`src/sgsc_pkg.sv`:
```
// Purpose: Shared constants for the stereo gain serial control core
// Assumes: 250 MHz system clock
// Notes:   Times are held in their own units; cycle counts derive from them
package sgsc_pkg;
   localparam int unsigned CLK_HZ          = 250_000_000;
   localparam int unsigned WORD_BITS       = 16;
   localparam int unsigned GAIN_BITS       = 8;
   localparam int unsigned RIGHT_MSB       = 15;   // Right byte arrives first
   localparam int unsigned RIGHT_LSB       = 8;
   localparam int unsigned LEFT_MSB        = 7;
   localparam int unsigned LEFT_LSB        = 0;
   localparam logic [7:0]  GAIN_RESET      = 8'h00; // Software mute code
   localparam logic [7:0]  GAIN_MUTE_CODE  = 8'h00;
   localparam logic [15:0] SHIFT_RESET     = 16'h0000;
   localparam int unsigned ZC_TIMEOUT_MS   = 16;
   localparam int unsigned POR_TIME_MS     = 100;
   localparam int unsigned CAL_TIME_US     = 100;
   // Longest waits round down, least waits round up
   localparam longint unsigned ZC_TIMEOUT_CYC =
      (longint'(ZC_TIMEOUT_MS) * CLK_HZ) / 1000;
   localparam longint unsigned POR_CYC =
      (longint'(POR_TIME_MS) * CLK_HZ + 999) / 1000;
   localparam longint unsigned CAL_CYC =
      (longint'(CAL_TIME_US) * CLK_HZ + 999_999) / 1_000_000;
   localparam int unsigned TMR_BITS        = 32;

   // Power-up sequencer, Gray coded along the usual path
   typedef enum logic [1:0] {
      SGSC_PWR_RESET = 2'b00,
      SGSC_PWR_CAL   = 2'b01,
      SGSC_PWR_RUN   = 2'b11
   } sgsc_pwr_t;
endpackage

```
`src/sgsc_core.sv`:
```
// Purpose: Serial control core of a two-channel volume control
// Assumes: Shift clock well below SYS_CLK_IN/8; all pins asynchronous
// Notes:   Gain code drives the tap select; dB value = 31.5 - 0.5*(255-N)
//          Chain output lags its input by sixteen shift clocks per device
//          Zero-cross enable is taken when a word loads, not while it waits
//
// What this block does
// - Separate 8-bit unsigned gain code held for left and right
// - Gain code zero puts that channel in software mute
// - Codes 1..255 give 31.5 - 0.5*(255-N) dB in half-dB steps
// - Serial output carries bits shifted out of the 16-bit register
// - Zero-cross enable low disables zero-cross gain changes, high enables
// - Zero-cross handling is per channel, started only by a gain change
// - With zero-cross on, apply on positive crossing or after 16 ms
// - Hardware mute disconnects both outputs and grounds them
// - Hardware mute takes effect on next crossing or after 16 ms
// - Hardware mute assertion also starts offset calibration
// - Power-up holds about 100 ms reset in hardware mute
// - Calibration starts by itself when power-up reset ends
// - After calibration both gains load zero until host writes
// - Brown-out enters hardware mute; recovery reruns power-up sequence
// - Serial data accepted only while select is low
// - One transfer is 16 bits: right gain byte and left gain byte
// - Bytes MSB first, serial input sampled on rising shift clock
// - Serial output is high impedance while select is high
// - Right byte comes first, then left byte
// - Serial output changes on falling shift clock edge
`timescale 1ns/1ps
module sgsc_core
   import sgsc_pkg::*;
#(
   parameter logic [TMR_BITS-1:0] ZC_TIMEOUT = TMR_BITS'(ZC_TIMEOUT_CYC),
   parameter logic [TMR_BITS-1:0] POR_TIME   = TMR_BITS'(POR_CYC),
   parameter logic [TMR_BITS-1:0] CAL_TIME   = TMR_BITS'(CAL_CYC)
) (
   // Clock and reset
   input  wire logic                 SYS_CLK_IN,
   input  wire logic                 ARST_N_IN,
   // Serial control port
   input  wire logic                 SEL_N_IN,
   input  wire logic                 SHIFT_CLK_IN,
   input  wire logic                 SERIAL_IN_IN,
   output logic                      SERIAL_OUT_OUT,
   output logic                      SERIAL_OUT_OE_N_OUT,
   // Control pins and analog status
   input  wire logic                 ZERO_CROSS_ENABLE_IN,
   input  wire logic                 HW_MUTE_N_IN,
   input  wire logic                 BROWN_OUT_IN,
   input  wire logic                 ZC_LEFT_IN,
   input  wire logic                 ZC_RIGHT_IN,
   input  wire logic                 CAL_DONE_IN,
   // Analog control outputs
   output logic [GAIN_BITS-1:0]      GAIN_LEFT_OUT,
   output logic [GAIN_BITS-1:0]      GAIN_RIGHT_OUT,
   output logic                      SOFT_MUTE_LEFT_OUT,
   output logic                      SOFT_MUTE_RIGHT_OUT,
   output logic                      HW_MUTE_OUT,
   output logic                      CAL_START_OUT,
   output logic                      READY_OUT
);
   // Synchronisers: first stage read only by second stage
   // Reset values match idle pin levels, so no false edge follows reset
   logic [7:0] s1_q;
   logic [7:0] s2_q;
   logic [7:0] raw;
   assign raw = {CAL_DONE_IN, ZC_RIGHT_IN, ZC_LEFT_IN, BROWN_OUT_IN,
                 HW_MUTE_N_IN, SERIAL_IN_IN, SHIFT_CLK_IN, SEL_N_IN};

   genvar gi;
   generate
      for (gi = 0; gi < 8; gi++) begin : g_sync
         always_ff @(posedge SYS_CLK_IN or negedge ARST_N_IN) begin
            if (!ARST_N_IN) begin
               s1_q[gi] <= (gi == 0 || gi == 3) ? 1'b1 : 1'b0;
               s2_q[gi] <= (gi == 0 || gi == 3) ? 1'b1 : 1'b0;
            end else begin
               s1_q[gi] <= raw[gi];
               s2_q[gi] <= s1_q[gi];
            end
         end
      end
   endgenerate

   logic sel_n;
   logic sclk;
   logic serial_in;
   logic mute_n;
   logic bo;
   logic zcl;
   logic zcr;
   logic cal_done;
   assign {cal_done, zcr, zcl, bo, mute_n, serial_in, sclk, sel_n} = s2_q;

   // Edge history for shift clock, select and crossing inputs
   // Edges show in the same cycle as the synchronised level, two clocks after the pin
   logic sclk_q, sel_n_q, zcl_q, zcr_q, mute_n_q;
   always_ff @(posedge SYS_CLK_IN or negedge ARST_N_IN) begin
      if (!ARST_N_IN) begin
         sclk_q   <= 1'b0;
         sel_n_q  <= 1'b1;
         zcl_q    <= 1'b0;
         zcr_q    <= 1'b0;
         mute_n_q <= 1'b1;
      end else begin
         sclk_q   <= sclk;
         sel_n_q  <= sel_n;
         zcl_q    <= zcl;
         zcr_q    <= zcr;
         mute_n_q <= mute_n;
      end
   end

   logic sclk_rise, sclk_fall, sel_rise, zcl_pos, zcr_pos, any_zc, mute_fall;
   assign sclk_rise = sclk & ~sclk_q;
   assign sclk_fall = ~sclk & sclk_q;
   assign sel_rise  = sel_n & ~sel_n_q;
   assign zcl_pos   = zcl & ~zcl_q;       // Comparator low to high = positive slope
   assign zcr_pos   = zcr & ~zcr_q;
   assign any_zc    = zcl_pos | zcr_pos;
   assign mute_fall = ~mute_n & mute_n_q;

   // Power sequencer: reset hold, calibration, then run
   sgsc_pwr_t     pwr_q;
   logic [TMR_BITS-1:0] pwr_tmr_q;
   logic          clear_gains;
   logic          running;
   assign running = (pwr_q == SGSC_PWR_RUN);
   // Brown-out outranks every state, so any dip restarts the whole sequence

   always_ff @(posedge SYS_CLK_IN or negedge ARST_N_IN) begin
      if (!ARST_N_IN) begin
         pwr_q     <= SGSC_PWR_RESET;
         pwr_tmr_q <= '0;
      end else if (bo) begin
         pwr_q     <= SGSC_PWR_RESET;
         pwr_tmr_q <= '0;
      end else begin
         case (pwr_q)
            SGSC_PWR_RESET: begin
               if (pwr_tmr_q >= POR_TIME - 1) begin
                  pwr_q     <= SGSC_PWR_CAL;
                  pwr_tmr_q <= '0;
               end else begin
                  pwr_tmr_q <= pwr_tmr_q + 1'b1;
               end
            end
            SGSC_PWR_CAL: begin
               if (cal_done || pwr_tmr_q >= CAL_TIME - 1) begin
                  pwr_q     <= SGSC_PWR_RUN;
                  pwr_tmr_q <= '0;
               end else begin
                  pwr_tmr_q <= pwr_tmr_q + 1'b1;
               end
            end
            SGSC_PWR_RUN: pwr_q <= SGSC_PWR_RUN;
            default: pwr_q <= SGSC_PWR_RESET;
         endcase
      end
   end
   // Gains forced to zero while not running, so they are zero after calibration
   // Brown-out clears at once, so the codes fall together with ready
   assign clear_gains = !running || bo;

   // Calibration request: power-up, or each hardware mute assertion
   // Mute pulse starts the analog offset re-null as the pin falls, before the hardware mute output asserts
   always_ff @(posedge SYS_CLK_IN or negedge ARST_N_IN) begin
      if (!ARST_N_IN) begin
         CAL_START_OUT <= 1'b0;
      end else begin
         CAL_START_OUT <= (pwr_q == SGSC_PWR_CAL) ||
                          (running && mute_fall);
      end
   end

   // Input shift register; chain output is its top bit
   // Cleared until ready, so words sent during power-up are lost
   logic [WORD_BITS-1:0] shreg_q;
   always_ff @(posedge SYS_CLK_IN or negedge ARST_N_IN) begin
      if (!ARST_N_IN) begin
         shreg_q <= SHIFT_RESET;
      end else if (!running) begin
         shreg_q <= SHIFT_RESET;
      end else if (!sel_n && sclk_rise) begin
         shreg_q <= {shreg_q[WORD_BITS-2:0], serial_in};
      end
   end

   // Chain output updates on falling shift clock; high-Z while deselected
   // Cleared with the rest, so a rerun power-up starts the chain at zero
   always_ff @(posedge SYS_CLK_IN or negedge ARST_N_IN) begin
      if (!ARST_N_IN) begin
         SERIAL_OUT_OUT      <= 1'b0;
         SERIAL_OUT_OE_N_OUT <= 1'b1;
      end else begin
         SERIAL_OUT_OE_N_OUT <= sel_n;
         if (!running) begin
            SERIAL_OUT_OUT <= 1'b0;
         end else if (!sel_n && sclk_fall) begin
            SERIAL_OUT_OUT <= shreg_q[WORD_BITS-1];
         end
      end
   end

   // Word load on select rising: right byte first in, then left
   // A short frame loads whatever partial word the register holds
   logic load;
   assign load = running && sel_rise;
   logic [GAIN_BITS-1:0] code_r, code_l;
   assign code_r = shreg_q[RIGHT_MSB:RIGHT_LSB];
   assign code_l = shreg_q[LEFT_MSB:LEFT_LSB];

   logic [GAIN_BITS-1:0] gain_l, gain_r;
   logic                 smute_l, smute_r;

   // Zero-cross enable is a pin: two-flop synchronised separately
   // Kept ahead of the channels that read it
   logic zc_en_s1_q;
   logic zc_en_s2_q;
   always_ff @(posedge SYS_CLK_IN or negedge ARST_N_IN) begin
      if (!ARST_N_IN) begin
         zc_en_s1_q <= 1'b0;
         zc_en_s2_q <= 1'b0;
      end else begin
         zc_en_s1_q <= ZERO_CROSS_ENABLE_IN;
         zc_en_s2_q <= zc_en_s1_q;
      end
   end

   // Per-channel deferred update, codes 1..255 map to half-dB taps
   sgsc_zc_chan #(.TIMEOUT_CYC(ZC_TIMEOUT)) u_left (
      .clk_in        (SYS_CLK_IN),
      .arst_n_in     (ARST_N_IN),
      .clear_in      (clear_gains),
      .zc_enable_in  (zc_en_s2_q),
      .load_in       (load),
      .code_in       (code_l),
      .zero_cross_in (zcl_pos),
      .gain_out      (gain_l),
      .soft_mute_out (smute_l)
   );
   sgsc_zc_chan #(.TIMEOUT_CYC(ZC_TIMEOUT)) u_right (
      .clk_in        (SYS_CLK_IN),
      .arst_n_in     (ARST_N_IN),
      .clear_in      (clear_gains),
      .zc_enable_in  (zc_en_s2_q),
      .load_in       (load),
      .code_in       (code_r),
      .zero_cross_in (zcr_pos),
      .gain_out      (gain_r),
      .soft_mute_out (smute_r)
   );

   // Registered gain outputs
   // Soft mute is registered beside its code so the two never disagree
   always_ff @(posedge SYS_CLK_IN or negedge ARST_N_IN) begin
      if (!ARST_N_IN) begin
         GAIN_LEFT_OUT       <= GAIN_RESET;
         GAIN_RIGHT_OUT      <= GAIN_RESET;
         SOFT_MUTE_LEFT_OUT  <= 1'b1;
         SOFT_MUTE_RIGHT_OUT <= 1'b1;
         READY_OUT           <= 1'b0;
      end else begin
         GAIN_LEFT_OUT       <= gain_l;
         GAIN_RIGHT_OUT      <= gain_r;
         SOFT_MUTE_LEFT_OUT  <= smute_l;
         SOFT_MUTE_RIGHT_OUT <= smute_r;
         READY_OUT           <= running;
      end
   end

   // Hardware mute: entry waits for any crossing or 16 ms, ignoring enable
   // Release is not click-guarded; a crossing on either channel ends the wait
   logic                mute_wait_q;
   logic [TMR_BITS-1:0] mute_tmr_q;
   always_ff @(posedge SYS_CLK_IN or negedge ARST_N_IN) begin
      if (!ARST_N_IN) begin
         HW_MUTE_OUT <= 1'b1;
         mute_wait_q <= 1'b0;
         mute_tmr_q  <= '0;
      end else if (!running) begin
         HW_MUTE_OUT <= 1'b1;
         mute_wait_q <= 1'b0;
         mute_tmr_q  <= '0;
      end else if (mute_n) begin
         HW_MUTE_OUT <= 1'b0;                           // Release is immediate
         mute_wait_q <= 1'b0;
         mute_tmr_q  <= '0;
      end else if (!HW_MUTE_OUT && !mute_wait_q) begin
         mute_wait_q <= 1'b1;
         mute_tmr_q  <= '0;
      end else if (mute_wait_q) begin
         if (any_zc || mute_tmr_q >= ZC_TIMEOUT - 1) begin
            HW_MUTE_OUT <= 1'b1;
            mute_wait_q <= 1'b0;
         end else begin
            mute_tmr_q <= mute_tmr_q + 1'b1;
         end
      end
   end
endmodule // sgsc_core

```
`src/sgsc_zc_chan.sv`:
```
// Purpose: One channel of deferred gain update with zero-cross and timeout
// Assumes: Crossing strobe is synchronous to the system clock
// Notes:   Timeout counted on the system timebase, not the shift clock
`timescale 1ns/1ps
module sgsc_zc_chan
   import sgsc_pkg::*;
#(
   parameter logic [TMR_BITS-1:0] TIMEOUT_CYC = TMR_BITS'(ZC_TIMEOUT_CYC)
) (
   // Clock and reset
   input  wire logic                 clk_in,
   input  wire logic                 arst_n_in,
   input  wire logic                 clear_in,
   // Control
   input  wire logic                 zc_enable_in,
   input  wire logic                 load_in,
   input  wire logic [GAIN_BITS-1:0] code_in,
   input  wire logic                 zero_cross_in,
   // Result
   output logic      [GAIN_BITS-1:0] gain_out,
   output logic                      soft_mute_out
);
   logic [GAIN_BITS-1:0] pend_q;
   logic                 wait_q;
   logic [TMR_BITS-1:0]  tmr_q;
   logic                 apply;

   assign apply = wait_q && (zero_cross_in || tmr_q >= TIMEOUT_CYC - 1);

   // Pending code and its wait; only a changed code arms the wait
   always_ff @(posedge clk_in or negedge arst_n_in) begin
      if (!arst_n_in) begin
         pend_q <= GAIN_RESET;
         wait_q <= 1'b0;
         tmr_q  <= '0;
      end else if (clear_in) begin
         pend_q <= GAIN_RESET;
         wait_q <= 1'b0;
         tmr_q  <= '0;
      end else if (load_in && code_in != gain_out) begin
         pend_q <= code_in;
         wait_q <= zc_enable_in;
         tmr_q  <= '0;
      end else if (apply) begin
         wait_q <= 1'b0;
         tmr_q  <= '0;
      end else if (wait_q) begin
         tmr_q  <= tmr_q + 1'b1;
      end
   end

   // Applied gain: immediate when zero-cross is off, else on cross or timeout
   always_ff @(posedge clk_in or negedge arst_n_in) begin
      if (!arst_n_in) begin
         gain_out <= GAIN_RESET;
      end else if (clear_in) begin
         gain_out <= GAIN_RESET;
      end else if (load_in && code_in != gain_out && !zc_enable_in) begin
         gain_out <= code_in;
      end else if (apply) begin
         gain_out <= pend_q;
      end
   end

   // Code zero means software mute; taken straight from the code so it never lags it
   assign soft_mute_out = (gain_out == GAIN_MUTE_CODE);
endmodule // sgsc_zc_chan

```
`config.mk`:
```
export PLATFORM = sky130hd
export DESIGN_NAME = sgsc_core
export DESIGN_NICKNAME = d
export VERILOG_FILES = /design/src/sgsc_pkg.sv /design/src/sgsc_core.sv /design/src/sgsc_zc_chan.sv
export SDC_FILE = /design/constraint.sdc
export NUM_CORES = 1
export LEC_CHECK = 0
export ABC_AREA = 1
export BUFFER_PORTS_ARGS = -buffer_cell sky130_fd_sc_hd__buf_4
export CORE_MARGIN = 2
export CORE_UTILIZATION = 55
export DETAILED_ROUTE_END_ITERATION = 16
export PLACE_DENSITY = 0.84
export SYNTH_ARGS = -nofsm -noshare
export SYNTH_HDL_FRONTEND = slang
export SYNTH_HIERARCHICAL = 1
export SYNTH_SLANG_ARGS = --single-unit
```
`constraint.sdc`:
```
create_clock -name SYS_CLK_IN -period 6.5 [get_ports SYS_CLK_IN]
set_clock_uncertainty 0.05 [all_clocks]
set_input_delay 1.95 -clock SYS_CLK_IN [delete_from_list [all_inputs] [get_ports SYS_CLK_IN]]
set_output_delay 1.95 -clock SYS_CLK_IN [all_outputs]
set_load 0.005 [all_outputs]
```
==> flow_summary.html, run 1 <==
<table>
<tr><th>Metric</th><th>Value</th></tr>
<tr><th colspan="2">Outcome</th></tr>
<tr><td>Run status</td><td>finished, final reports clean</td></tr>
<tr><th colspan="2">Worst setup path</th></tr>
<tr><td>Nature of the critical path endpoint</td><td>flop</td></tr>
<tr><td>Worst reg2reg path depth</td><td>8</td></tr>
<tr><td>Buffers and inverters on the worst path</td><td>3</td></tr>
<tr><td>Worst-path cell chain</td><td>nand2_1 -&gt; inv_1 -&gt; nand2_1 -&gt; inv_1 -&gt; nand3_2 -&gt; inv_2 -&gt; nand2_1 -&gt; o21ai_0</td></tr>
<tr><td>Most frequent cell on the critical path</td><td>nand2_1</td></tr>
<tr><td>Required time worst endpoint</td><td>just under 7 ns</td></tr>
<tr><td>Family with the most delay on the worst path</td><td>buffers and inverters</td></tr>
<tr><td>CP startpoint kind</td><td>flop</td></tr>
<tr><td>Cell type of the slowest stage on the worst timing path</td><td>nand3_2</td></tr>
<tr><td>Critical path data arrival time</td><td>about 4.3 ns</td></tr>
<tr><td>Worst R2R Setup Slack</td><td>around 2.6 ns</td></tr>
<tr><td>Worst path max stage delay</td><td>roughly 0.8 ns</td></tr>
<tr><td>Worst flop-to-flop path endpoint</td><td>u_right/tmr_q[4]$_DFFE_PN0P_</td></tr>
<tr><td>Startpoint-to-endpoint class of the critical path</td><td>flop to flop</td></tr>
<tr><td>Worst-path fanout max</td><td>31</td></tr>
<tr><td>Beginning of the worst register-to-register path</td><td>pwr_q[0]$_DFFE_PN0P_</td></tr>
<tr><th colspan="2">Hold path</th></tr>
<tr><td>Startpoint of the worst hold path</td><td>s1_q[6]$_DFF_PN0_</td></tr>
<tr><td>Hold/Removal Path Class</td><td>flop to flop</td></tr>
<tr><td>Worst-case hold path end point</td><td>zcr$_DFF_PN0_</td></tr>
<tr><td>Hold path cells</td><td>0</td></tr>
<tr><th colspan="2">Yosys</th></tr>
<tr><td>Flop and latch count out of synthesis</td><td>~230</td></tr>
<tr><td>EDFF count, synth</td><td>0</td></tr>
<tr><td>Ys Warns</td><td>6</td></tr>
<tr><td>Net count of the mapped netlist</td><td>around 1600</td></tr>
<tr><td>Count of mapped cells out of synthesis</td><td>~1600</td></tr>
<tr><td>Seq/Total Area, Yosys</td><td>0.478</td></tr>
<tr><td>Mapped Avg Cell Area</td><td>between 7 and 8 µm²</td></tr>
<tr><td>Distinct cell type count after synthesis</td><td>38</td></tr>
<tr><td>Top flip-flop cell by instance count after synthesis</td><td>dfrtp_1</td></tr>
<tr><td>Syn Std Cell Area</td><td>11800 µm²</td></tr>
<tr><td>Post-synth ARST share</td><td>1.00</td></tr>
<tr><th colspan="2">Place</th></tr>
<tr><td>Total placed instance area</td><td>between 10000 and 15000 µm²</td></tr>
<tr><td>Placed Cells</td><td>1835</td></tr>
<tr><td>Count of buffers from port buffering</td><td>33</td></tr>
<tr><td>HPWL reported at the end of detailed placement</td><td>around 18000 µm</td></tr>
<tr><td>Placer's final routability congestion estimate</td><td>about 0.94</td></tr>
<tr><th colspan="2">STA</th></tr>
<tr><td>Ratio of final minimum period to clock period</td><td>0.605</td></tr>
<tr><td>Sum Neg Setup Slack</td><td>0 ns</td></tr>
<tr><td>Worst slew margin relative to its limit</td><td>0.319</td></tr>
<tr><td>Fmax</td><td>approximately 0.25 GHz</td></tr>
<tr><td>Period minus WS final</td><td>3.93 ns</td></tr>
<tr><td>Worst-Margin Slew</td><td>1.02 ns</td></tr>
<tr><td>Count of final hold-check violations</td><td>0</td></tr>
<tr><td>Count of pins over their slew limit</td><td>0</td></tr>
<tr><td>Number of endpoints failing setup at the final stage</td><td>0</td></tr>
<tr><td>Setup repair after global routing missed its margin</td><td>no</td></tr>
<tr><td>Worst hold slack after final layout</td><td>0.294 ns</td></tr>
<tr><th colspan="2">Final layout</th></tr>
<tr><td>Design Area, Final</td><td>13100 µm²</td></tr>
<tr><td>Non-filler cells, final</td><td>approximately 1900</td></tr>
<tr><td>Area of combinational cells with multiple inputs</td><td>5230 µm²</td></tr>
<tr><td>Ratio of cells with drive above 1 in the final layout</td><td>0.0998</td></tr>
<tr><td>FILL cells</td><td>1805</td></tr>
<tr><td>Commonest non-fill, non-tap cells in the layout</td><td>nand2_1, dfrtp_1, nor2_1, inv_1, nand3_1</td></tr>
<tr><td>Antenna diode instance count</td><td>0</td></tr>
<tr><td>Total number of nets in the final design</td><td>around 1600</td></tr>
<tr><td>Synthesis-to-finish area growth</td><td>10.3%</td></tr>
<tr><td>Register area</td><td>between 5000 and 6000 µm²</td></tr>
<tr><td>Leading cell type in the layout, fill and taps excluded</td><td>nand2_1</td></tr>
<tr><th colspan="2">Routing</th></tr>
<tr><td>1st-iter DRT viols</td><td>around 800</td></tr>
<tr><td>Ratio of routed vias to standard cells</td><td>roughly 5.4</td></tr>
<tr><td>Number of iterations in the first detailed-routing pass</td><td>5</td></tr>
<tr><td>Average wire length per cell after detail routing</td><td>13.9 µm</td></tr>
<tr><td>Total number of vias</td><td>between 10000 and 15000</td></tr>
<tr><td>Post-detailed-route count of antenna-violating nets</td><td>0</td></tr>
<tr><td>Routed Wire Length</td><td>between 20000 and 30000 µm</td></tr>
<tr><td>DR DRC count</td><td>0</td></tr>
<tr><th colspan="2">Flow run</th></tr>
<tr><td>Max Cap Viol</td><td>0</td></tr>
<tr><th colspan="2">Clock tree</th></tr>
<tr><td>Hold-fix buffers, CTS</td><td>0</td></tr>
<tr><td>CTS H-Tree Depth</td><td>1</td></tr>
<tr><td>Clock-pin slew on the worst setup and hold paths</td><td>0.06 ns</td></tr>
<tr><td>Number of buffers created by CTS</td><td>24</td></tr>
<tr><td>Insertion delay of the later-clocked pin in the worst-skew pair</td><td>roughly 0.53 ns</td></tr>
<tr><td>Master cell of the clock root buffer</td><td>clkbuf_16</td></tr>
<tr><td>Clock Sink Count</td><td>between 200 and 250</td></tr>
<tr><td>Buffers inserted during post-CTS setup optimization</td><td>0</td></tr>
<tr><td>Clock tree from TritonCTS</td><td>done</td></tr>
<tr><td>Buffer depth of the longest clock path</td><td>3</td></tr>
<tr><td>Count of cells resized by post-cts repair</td><td>0</td></tr>
<tr><th colspan="2">Global route</th></tr>
<tr><td>Global-route wire length before repair</td><td>45600 µm</td></tr>
<tr><td>Gr usage total</td><td>0.243</td></tr>
<tr><td>Number of global-route vias before repair</td><td>9572</td></tr>
<tr><td>Pin count of the biggest net entering global routing</td><td>~140</td></tr>
<tr><td>Antenna violations before repair</td><td>0</td></tr>
<tr><td>Overflow left after global routing</td><td>0</td></tr>
<tr><th colspan="2">Die</th></tr>
<tr><td>Core region area</td><td>about 21000 µm²</td></tr>
<tr><td>Cell row count</td><td>53</td></tr>
<tr><td>Total Die Area</td><td>roughly 23000 µm²</td></tr>
<tr><td>Die Width</td><td>roughly 150 µm</td></tr>
<tr><td>Count of boundary I/O pins</td><td>34</td></tr>
<tr><td>Effective utilization at floorplan</td><td>0.562</td></tr>
<tr><td>Die H</td><td>~150 µm</td></tr>
<tr><th colspan="2">Pwr</th></tr>
<tr><td>Reported leakage power</td><td>6.21 nW</td></tr>
<tr><td>Maximum VDD drop</td><td>0.222 mV</td></tr>
<tr><td>Overall power consumption</td><td>around 3.0 mW</td></tr>
<tr><td>Cell Pwr Density</td><td>around 230 nW/µm²</td></tr>
</table>
[cells in the mapped netlist (all sizes together), types with 21 or more instances]
| cell | number | share of area |
|---|---|---|
| nand3 | 145 | 0.067 |
| nand2 | 490 | 0.16 |
| nor2 | 227 | 0.080 |
| buf | 25 | 0.016 |
| xnor2 | 21 | 0.016 |
| dfrtp | 217 | 0.46 |
| o21ai | 53 | 0.025 |
| nand4 | 39 | 0.021 |
| nor3 | 29 | 0.013 |
| xor2 | 27 | 0.020 |
| a21oi | 30 | 0.013 |
| inv | 191 | 0.061 |
[worst max-delay path by stage]
stage                               from                             end  slack [ns]  depth (start not counted)
CTS                 pwr_q[0]$_DFFE_PN0P_   u_right/tmr_q[12]$_DFFE_PN0P_        2.62                          7
global route        pwr_q[0]$_DFFE_PN0P_   u_right/tmr_q[11]$_DFFE_PN0P_        2.25                          7
finish              pwr_q[0]$_DFFE_PN0P_    u_right/tmr_q[4]$_DFFE_PN0P_        2.57                          8
floorplan           pwr_q[0]$_DFFE_PN0P_  u_left/gain_out[5]$_DFFE_PN0P_        3.90                          8
global placement    pwr_q[0]$_DFFE_PN0P_   u_right/tmr_q[13]$_DFFE_PN0P_        2.85                          7
detailed placement  pwr_q[0]$_DFFE_PN0P_   u_right/tmr_q[12]$_DFFE_PN0P_        2.71                          7
[per-stage QoR]
step           setup WS, ns  utilization
6_report               2.57        0.619
5_1_grt                2.25        0.619
4_1_cts                2.62        0.619
3_5_place_dp           2.71        0.581
3_3_place_gp           2.85        0.581
2_1_floorplan          3.90            -
[registers in the layout (all words and copies together) (netlist names), 2 cells and up]
name,flops
pwr_q,2
pwr_tmr_q,32
s1_q,8
shreg_q,16
u_left/pend_q,8
u_left/gain_out,8
GAIN_RIGHT_OUT,8
u_right/gain_out,8
GAIN_LEFT_OUT,8
u_left/tmr_q,32
mute_tmr_q,32
u_right/pend_q,8
u_right/tmr_q,32
[kinds of logic after synthesis]
family / Yosys count / synth area share
AO/OA/AOI/OAI: 103 / 0.0489
XOR/XNOR: 48 / 0.0355
adder cells (fa/ha/maj): 4 / 0.00423
buffers and inverters: 229 / 0.0804
flip-flops: 226 / 0.479
AND/OR/NAND/NOR: 949 / 0.352
[metal layers]
layer / up-vias / part of all wire / track usage
li1: 4979 / - / -
met1: 4716 / 0.46 / 0.344
met2: 321 / 0.47 / 0.399
met3: 41 / 0.055 / 0.0309
met4: 0 / 0.021 / 0.0621
met5: - / 0 / 0
[power breakdown]
part	internal, mW	switching (mW)	total, mW
clock	0.833	0.550	1.38
combinational	0.0301	0.109	0.139
sequential	1.42	0.0141	1.44
total	2.29	0.673	2.96
[cell type report]
cell class,count,area share
clock buffers,38,0.0546
clock inverters,6,0.00738
inverters,192,0.0552
multi-input cells,1104,0.400
flip-flops and latches,226,0.434
well taps,275,0.0263
repair buffers,38,0.0224
[worst reg2reg max path, cell delays in order (launching register included)]
cell and delay (ns):
dfrtp_1 0.44, nand2_1 0.30, inv_1 0.62, nand2_1 0.18, inv_1 0.78, nand3_2 0.81, inv_2 0.47, nand2_1 0.10
o21ai_0 0.09
No activity file was read; power rests on OpenSTA's default activity.
==> inputs of run 2 (changes only) <==
--- a/config.mk
+++ b/config.mk
@@ -5,12 +5,12 @@
 export SDC_FILE = /design/constraint.sdc
 export NUM_CORES = 1
 export LEC_CHECK = 0
-export ABC_AREA = 1
+export ABC_AREA = 0
 export BUFFER_PORTS_ARGS = -buffer_cell sky130_fd_sc_hd__buf_4
 export CORE_MARGIN = 2
 export CORE_UTILIZATION = 55
 export DETAILED_ROUTE_END_ITERATION = 16
-export PLACE_DENSITY = 0.84
+export PLACE_DENSITY = 0.87
 export SYNTH_ARGS = -nofsm -noshare
 export SYNTH_HDL_FRONTEND = slang
 export SYNTH_HIERARCHICAL = 1
==> constraint.sdc (replaced) <==
create_clock -name SYS_CLK_IN -period 3.15 [get_ports SYS_CLK_IN]
set_clock_uncertainty 0.05 [all_clocks]
set_input_delay 0.945 -clock SYS_CLK_IN [delete_from_list [all_inputs] [get_ports SYS_CLK_IN]]
set_output_delay 0.945 -clock SYS_CLK_IN [all_outputs]
set_load 0.005 [all_outputs]
==> run 2 against run 1 <==
Maximum frequency grew 46%. Total power up 100%. Sequential power grew 100%. Sequential cell count is the same. Critical endpoint is now u_left/tmr_q[4]$_DFFE_PN0P_. Hold slack better by 0.0084 ns. Global-route usage decreased by 0.79 points.
==> flow_summary.html, run 2 <==
<table>
<tr><th>Metric</th><th>Value</th></tr>
<tr><th colspan="2">Routing</th></tr>
<tr><td>Number of iterations in the first detailed-routing pass</td><td>7</td></tr>
<tr><td>DR DRC count</td><td>0</td></tr>
<tr><td>Total number of vias</td><td>about 8500</td></tr>
<tr><td>Ratio of routed vias to standard cells</td><td>~6.1</td></tr>
<tr><td>Post-detailed-route count of antenna-violating nets</td><td>0</td></tr>
<tr><td>Routed Wire Length</td><td>approximately 25000 µm</td></tr>
<tr><td>1st-iter DRT viols</td><td>between 900 and 1000</td></tr>
<tr><td>Average wire length per cell after detail routing</td><td>between 15 and 20 µm</td></tr>
<tr><th colspan="2">Yosys</th></tr>
<tr><td>Seq/Total Area, Yosys</td><td>0.518</td></tr>
<tr><td>Distinct cell type count after synthesis</td><td>70</td></tr>
<tr><td>Count of mapped cells out of synthesis</td><td>1080</td></tr>
<tr><td>Ys Warns</td><td>6</td></tr>
<tr><td>Top flip-flop cell by instance count after synthesis</td><td>dfrtp_1</td></tr>
<tr><td>Mapped Avg Cell Area</td><td>between 10 and 15 µm²</td></tr>
<tr><td>Cell taking the most area after synthesis</td><td>dfrtp_1</td></tr>
<tr><td>Area share of the largest cell type after synthesis</td><td>0.497</td></tr>
<tr><td>Leading cell type by number of instances after synthesis</td><td>dfrtp_1</td></tr>
<tr><td>Post-synth ARST share</td><td>1.00</td></tr>
<tr><td>Syn Std Cell Area</td><td>10900 µm²</td></tr>
<tr><td>Main area contributors after synthesis</td><td>dfrtp_1, nor2_1, nand2_1, xnor2_1, mux2i_1</td></tr>
<tr><td>EDFF count, synth</td><td>0</td></tr>
<tr><td>Net count of the mapped netlist</td><td>between 1000 and 1500</td></tr>
<tr><td>Flop and latch count out of synthesis</td><td>around 230</td></tr>
<tr><td>Top cell types by occurrence after synthesis</td><td>dfrtp_1, nor2_1, nand2_1</td></tr>
<tr><th colspan="2">STA</th></tr>
<tr><td>Worst slew margin relative to its limit</td><td>0.524</td></tr>
<tr><td>Setup repair after global routing missed its margin</td><td>no</td></tr>
<tr><td>Ratio of final minimum period to clock period</td><td>0.853</td></tr>
<tr><td>Count of pins over their slew limit</td><td>0</td></tr>
<tr><td>Fmax</td><td>roughly 0.37 GHz</td></tr>
<tr><td>Period minus WS final</td><td>2.69 ns</td></tr>
<tr><td>Count of final hold-check violations</td><td>0</td></tr>
<tr><td>Number of endpoints failing setup at the final stage</td><td>0</td></tr>
<tr><td>Sum Neg Setup Slack</td><td>0 ns</td></tr>
<tr><td>Worst-Margin Slew</td><td>between 0.7 and 0.8 ns</td></tr>
<tr><th colspan="2">Final layout</th></tr>
<tr><td>Area of combinational cells with multiple inputs</td><td>4990 µm²</td></tr>
<tr><td>Ratio of cells with drive above 1 in the final layout</td><td>0.142</td></tr>
<tr><td>Register area</td><td>around 5700 µm²</td></tr>
<tr><td>Leading cell type in the layout, fill and taps excluded</td><td>dfrtp_1</td></tr>
<tr><td>Commonest non-fill, non-tap cells in the layout</td><td>dfrtp_1, nor2_1, nand2_1, a21oi_1, buf_4</td></tr>
<tr><td>Total number of nets in the final design</td><td>1123</td></tr>
<tr><td>Synthesis-to-finish area growth</td><td>12.8%</td></tr>
<tr><td>Design Area, Final</td><td>12300 µm²</td></tr>
<tr><td>FILL cells</td><td>between 1000 and 1500</td></tr>
<tr><td>Non-filler cells, final</td><td>~1400</td></tr>
<tr><td>Antenna diode instance count</td><td>0</td></tr>
<tr><th colspan="2">Global route</th></tr>
<tr><td>Overflow left after global routing</td><td>0</td></tr>
<tr><td>Number of global-route vias before repair</td><td>about 8300</td></tr>
<tr><td>Global-route wire length before repair</td><td>41500 µm</td></tr>
<tr><td>Gr usage total</td><td>0.235</td></tr>
<tr><td>Pin count of the biggest net entering global routing</td><td>65</td></tr>
<tr><td>Antenna violations before repair</td><td>0</td></tr>
<tr><th colspan="2">Worst setup path</th></tr>
<tr><td>Startpoint-to-endpoint class of the critical path</td><td>flop to flop</td></tr>
<tr><td>Worst path max stage delay</td><td>about 0.56 ns</td></tr>
<tr><td>Required time worst endpoint</td><td>~3.5 ns</td></tr>
<tr><td>Worst-path cell chain</td><td>xnor2_1 -&gt; nand4_1 -&gt; o21ai_2 -&gt; buf_4 -&gt; nor4b_2 -&gt; a41oi_1 -&gt; a31oi_1</td></tr>
<tr><td>Worst R2R Setup Slack</td><td>~0.46 ns</td></tr>
<tr><td>Nature of the critical path endpoint</td><td>flop</td></tr>
<tr><td>Family with the most delay on the worst path</td><td>compound AO/OA/AOI/OAI gates</td></tr>
<tr><td>Worst reg2reg path depth</td><td>7</td></tr>
<tr><td>CP startpoint kind</td><td>flop</td></tr>
<tr><td>Worst flop-to-flop path endpoint</td><td>u_left/tmr_q[4]$_DFFE_PN0P_</td></tr>
<tr><td>Buffers and inverters on the worst path</td><td>1</td></tr>
<tr><td>Cell type of the slowest stage on the worst timing path</td><td>o21ai_2</td></tr>
<tr><td>Worst-path fanout max</td><td>14</td></tr>
<tr><td>Critical path data arrival time</td><td>slightly above 3 ns</td></tr>
<tr><td>Beginning of the worst register-to-register path</td><td>shreg_q[6]$_DFFE_PN0P_</td></tr>
<tr><th colspan="2">Place</th></tr>
<tr><td>Total placed instance area</td><td>around 12000 µm²</td></tr>
<tr><td>HPWL reported at the end of detailed placement</td><td>~16000 µm</td></tr>
<tr><td>Placer's final routability congestion estimate</td><td>approximately 0.87</td></tr>
<tr><td>Placed Cells</td><td>between 1000 and 1500</td></tr>
<tr><td>Count of buffers from port buffering</td><td>33</td></tr>
<tr><th colspan="2">Flow run</th></tr>
<tr><td>Max Cap Viol</td><td>0</td></tr>
<tr><th colspan="2">Clock tree</th></tr>
<tr><td>Buffers inserted during post-CTS setup optimization</td><td>0</td></tr>
<tr><td>Insertion delay of the later-clocked pin in the worst-skew pair</td><td>between 0.5 and 0.6 ns</td></tr>
<tr><td>Master cell of the clock root buffer</td><td>clkbuf_16</td></tr>
<tr><td>Clock Sink Count</td><td>226</td></tr>
<tr><td>Clock-pin slew on the worst setup and hold paths</td><td>approximately 0.06 ns</td></tr>
<tr><td>Clock tree from TritonCTS</td><td>done</td></tr>
<tr><td>CTS H-Tree Depth</td><td>1</td></tr>
<tr><td>Buffer depth of the longest clock path</td><td>3</td></tr>
<tr><td>Hold-fix buffers, CTS</td><td>0</td></tr>
<tr><td>Count of cells resized by post-cts repair</td><td>0</td></tr>
<tr><td>Number of buffers created by CTS</td><td>24</td></tr>
<tr><th colspan="2">Die</th></tr>
<tr><td>Die Width</td><td>around 140 µm</td></tr>
<tr><td>Total Die Area</td><td>around 21000 µm²</td></tr>
<tr><td>Count of boundary I/O pins</td><td>34</td></tr>
<tr><td>Core region area</td><td>roughly 19000 µm²</td></tr>
<tr><td>Effective utilization at floorplan</td><td>0.562</td></tr>
<tr><td>Cell row count</td><td>51</td></tr>
<tr><td>Die H</td><td>approximately 140 µm</td></tr>
<tr><th colspan="2">Pwr</th></tr>
<tr><td>Maximum VDD drop</td><td>0.527 mV</td></tr>
<tr><td>Reported leakage power</td><td>between 5 and 6 nW</td></tr>
<tr><td>Cell Pwr Density</td><td>roughly 480 nW/µm²</td></tr>
<tr><th colspan="2">Hold path</th></tr>
<tr><td>Hold path cells</td><td>0</td></tr>
<tr><td>Startpoint of the worst hold path</td><td>s1_q[0]$_DFF_PN1_</td></tr>
<tr><td>Hold/Removal Path Class</td><td>flop to flop</td></tr>
<tr><td>Worst-case hold path end point</td><td>sel_n$_DFF_PN1_</td></tr>
<tr><th colspan="2">Outcome</th></tr>
<tr><td>Run status</td><td>finished, final reports clean</td></tr>
</table>
-- run 2: cell types whose count changed in the layout (fill, tap and decap cells not counted), moves of 16 or more --
cell,delta
nor2_1,-66
mux2i_1,+35
nor2_2,-26
xnor2_1,+30
nand3_1,-88
and2_1,+22
buf_4,+16
mux2_4,+16
or3_1,+19
o21ai_0,-23
nand2_1,-355
xor2_1,-26
inv_1,-166
a21oi_1,+35
-- run 2: through the flow --
stage	hold WS (ns)	setup slack, ns	power [mW]	utilization
2_1_floorplan	0.281	0.819	3.02	-
3_3_place_gp	0.284	0.673	3.10	0.591
3_5_place_dp	0.292	0.566	3.11	0.591
4_1_cts	0.302	0.516	5.96	0.633
5_1_grt	0.308	0.353	6.10	0.633
6_report	0.302	0.463	5.91	0.633
-- run 2: worst max path at each step --
stage	start	endpoint	cells after the start
floorplan	pwr_q[1]$_DFFE_PN0P_	u_left/tmr_q[11]$_DFFE_PN0P_	9
global placement	u_left/tmr_q[14]$_DFFE_PN0P_	u_left/gain_out[5]$_DFFE_PN0P_	6
detailed placement	u_right/tmr_q[14]$_DFFE_PN0P_	u_right/gain_out[1]$_DFFE_PN0P_	6
CTS	shreg_q[6]$_DFFE_PN0P_	u_left/tmr_q[4]$_DFFE_PN0P_	7
global route	pwr_q[1]$_DFFE_PN0P_	u_left/tmr_q[24]$_DFFE_PN0P_	7
finish	shreg_q[6]$_DFFE_PN0P_	u_left/tmr_q[4]$_DFFE_PN0P_	7
-- run 2: report_power, final --
part           total [mW]  leakage (nW)  internal, mW  switching, mW
registers            2.94          3.09          2.92         0.0136
clock network        2.86         0.402          1.73           1.13
logic               0.112          1.75        0.0317         0.0801
total                5.91          5.24          4.69           1.22
-- run 2: layout make-up --
type	instances	share of cell area
clock buffer	35	0.0579
clock inverter	9	0.00822
multi-input combinational	785	0.405
timing repair buffer	57	0.0384
tap	265	0.0269
inverter	14	0.00426
sequential	226	0.460
-- run 2: cells by family (layout without fill, tap and decap cells) --
kind of cell,Yosys count,in the layout,synth area share
buffers and inverters,69,115,0.0261
flip-flops,226,226,0.518
adder cells (fa/ha/maj),4,4,0.00458
AND/OR/NAND/NOR,490,490,0.235
AO/OA/AOI/OAI,184,184,0.116
XOR/XNOR,52,52,0.0417
multiplexers,55,55,0.0582
-- run 2: layer usage --
layer / track usage / routed length, µm
met2: 0.389 / 12200
met5: 0 / 0
met4: 0.0812 / 771
met3: 0.0330 / 1450
met1: 0.321 / 10300
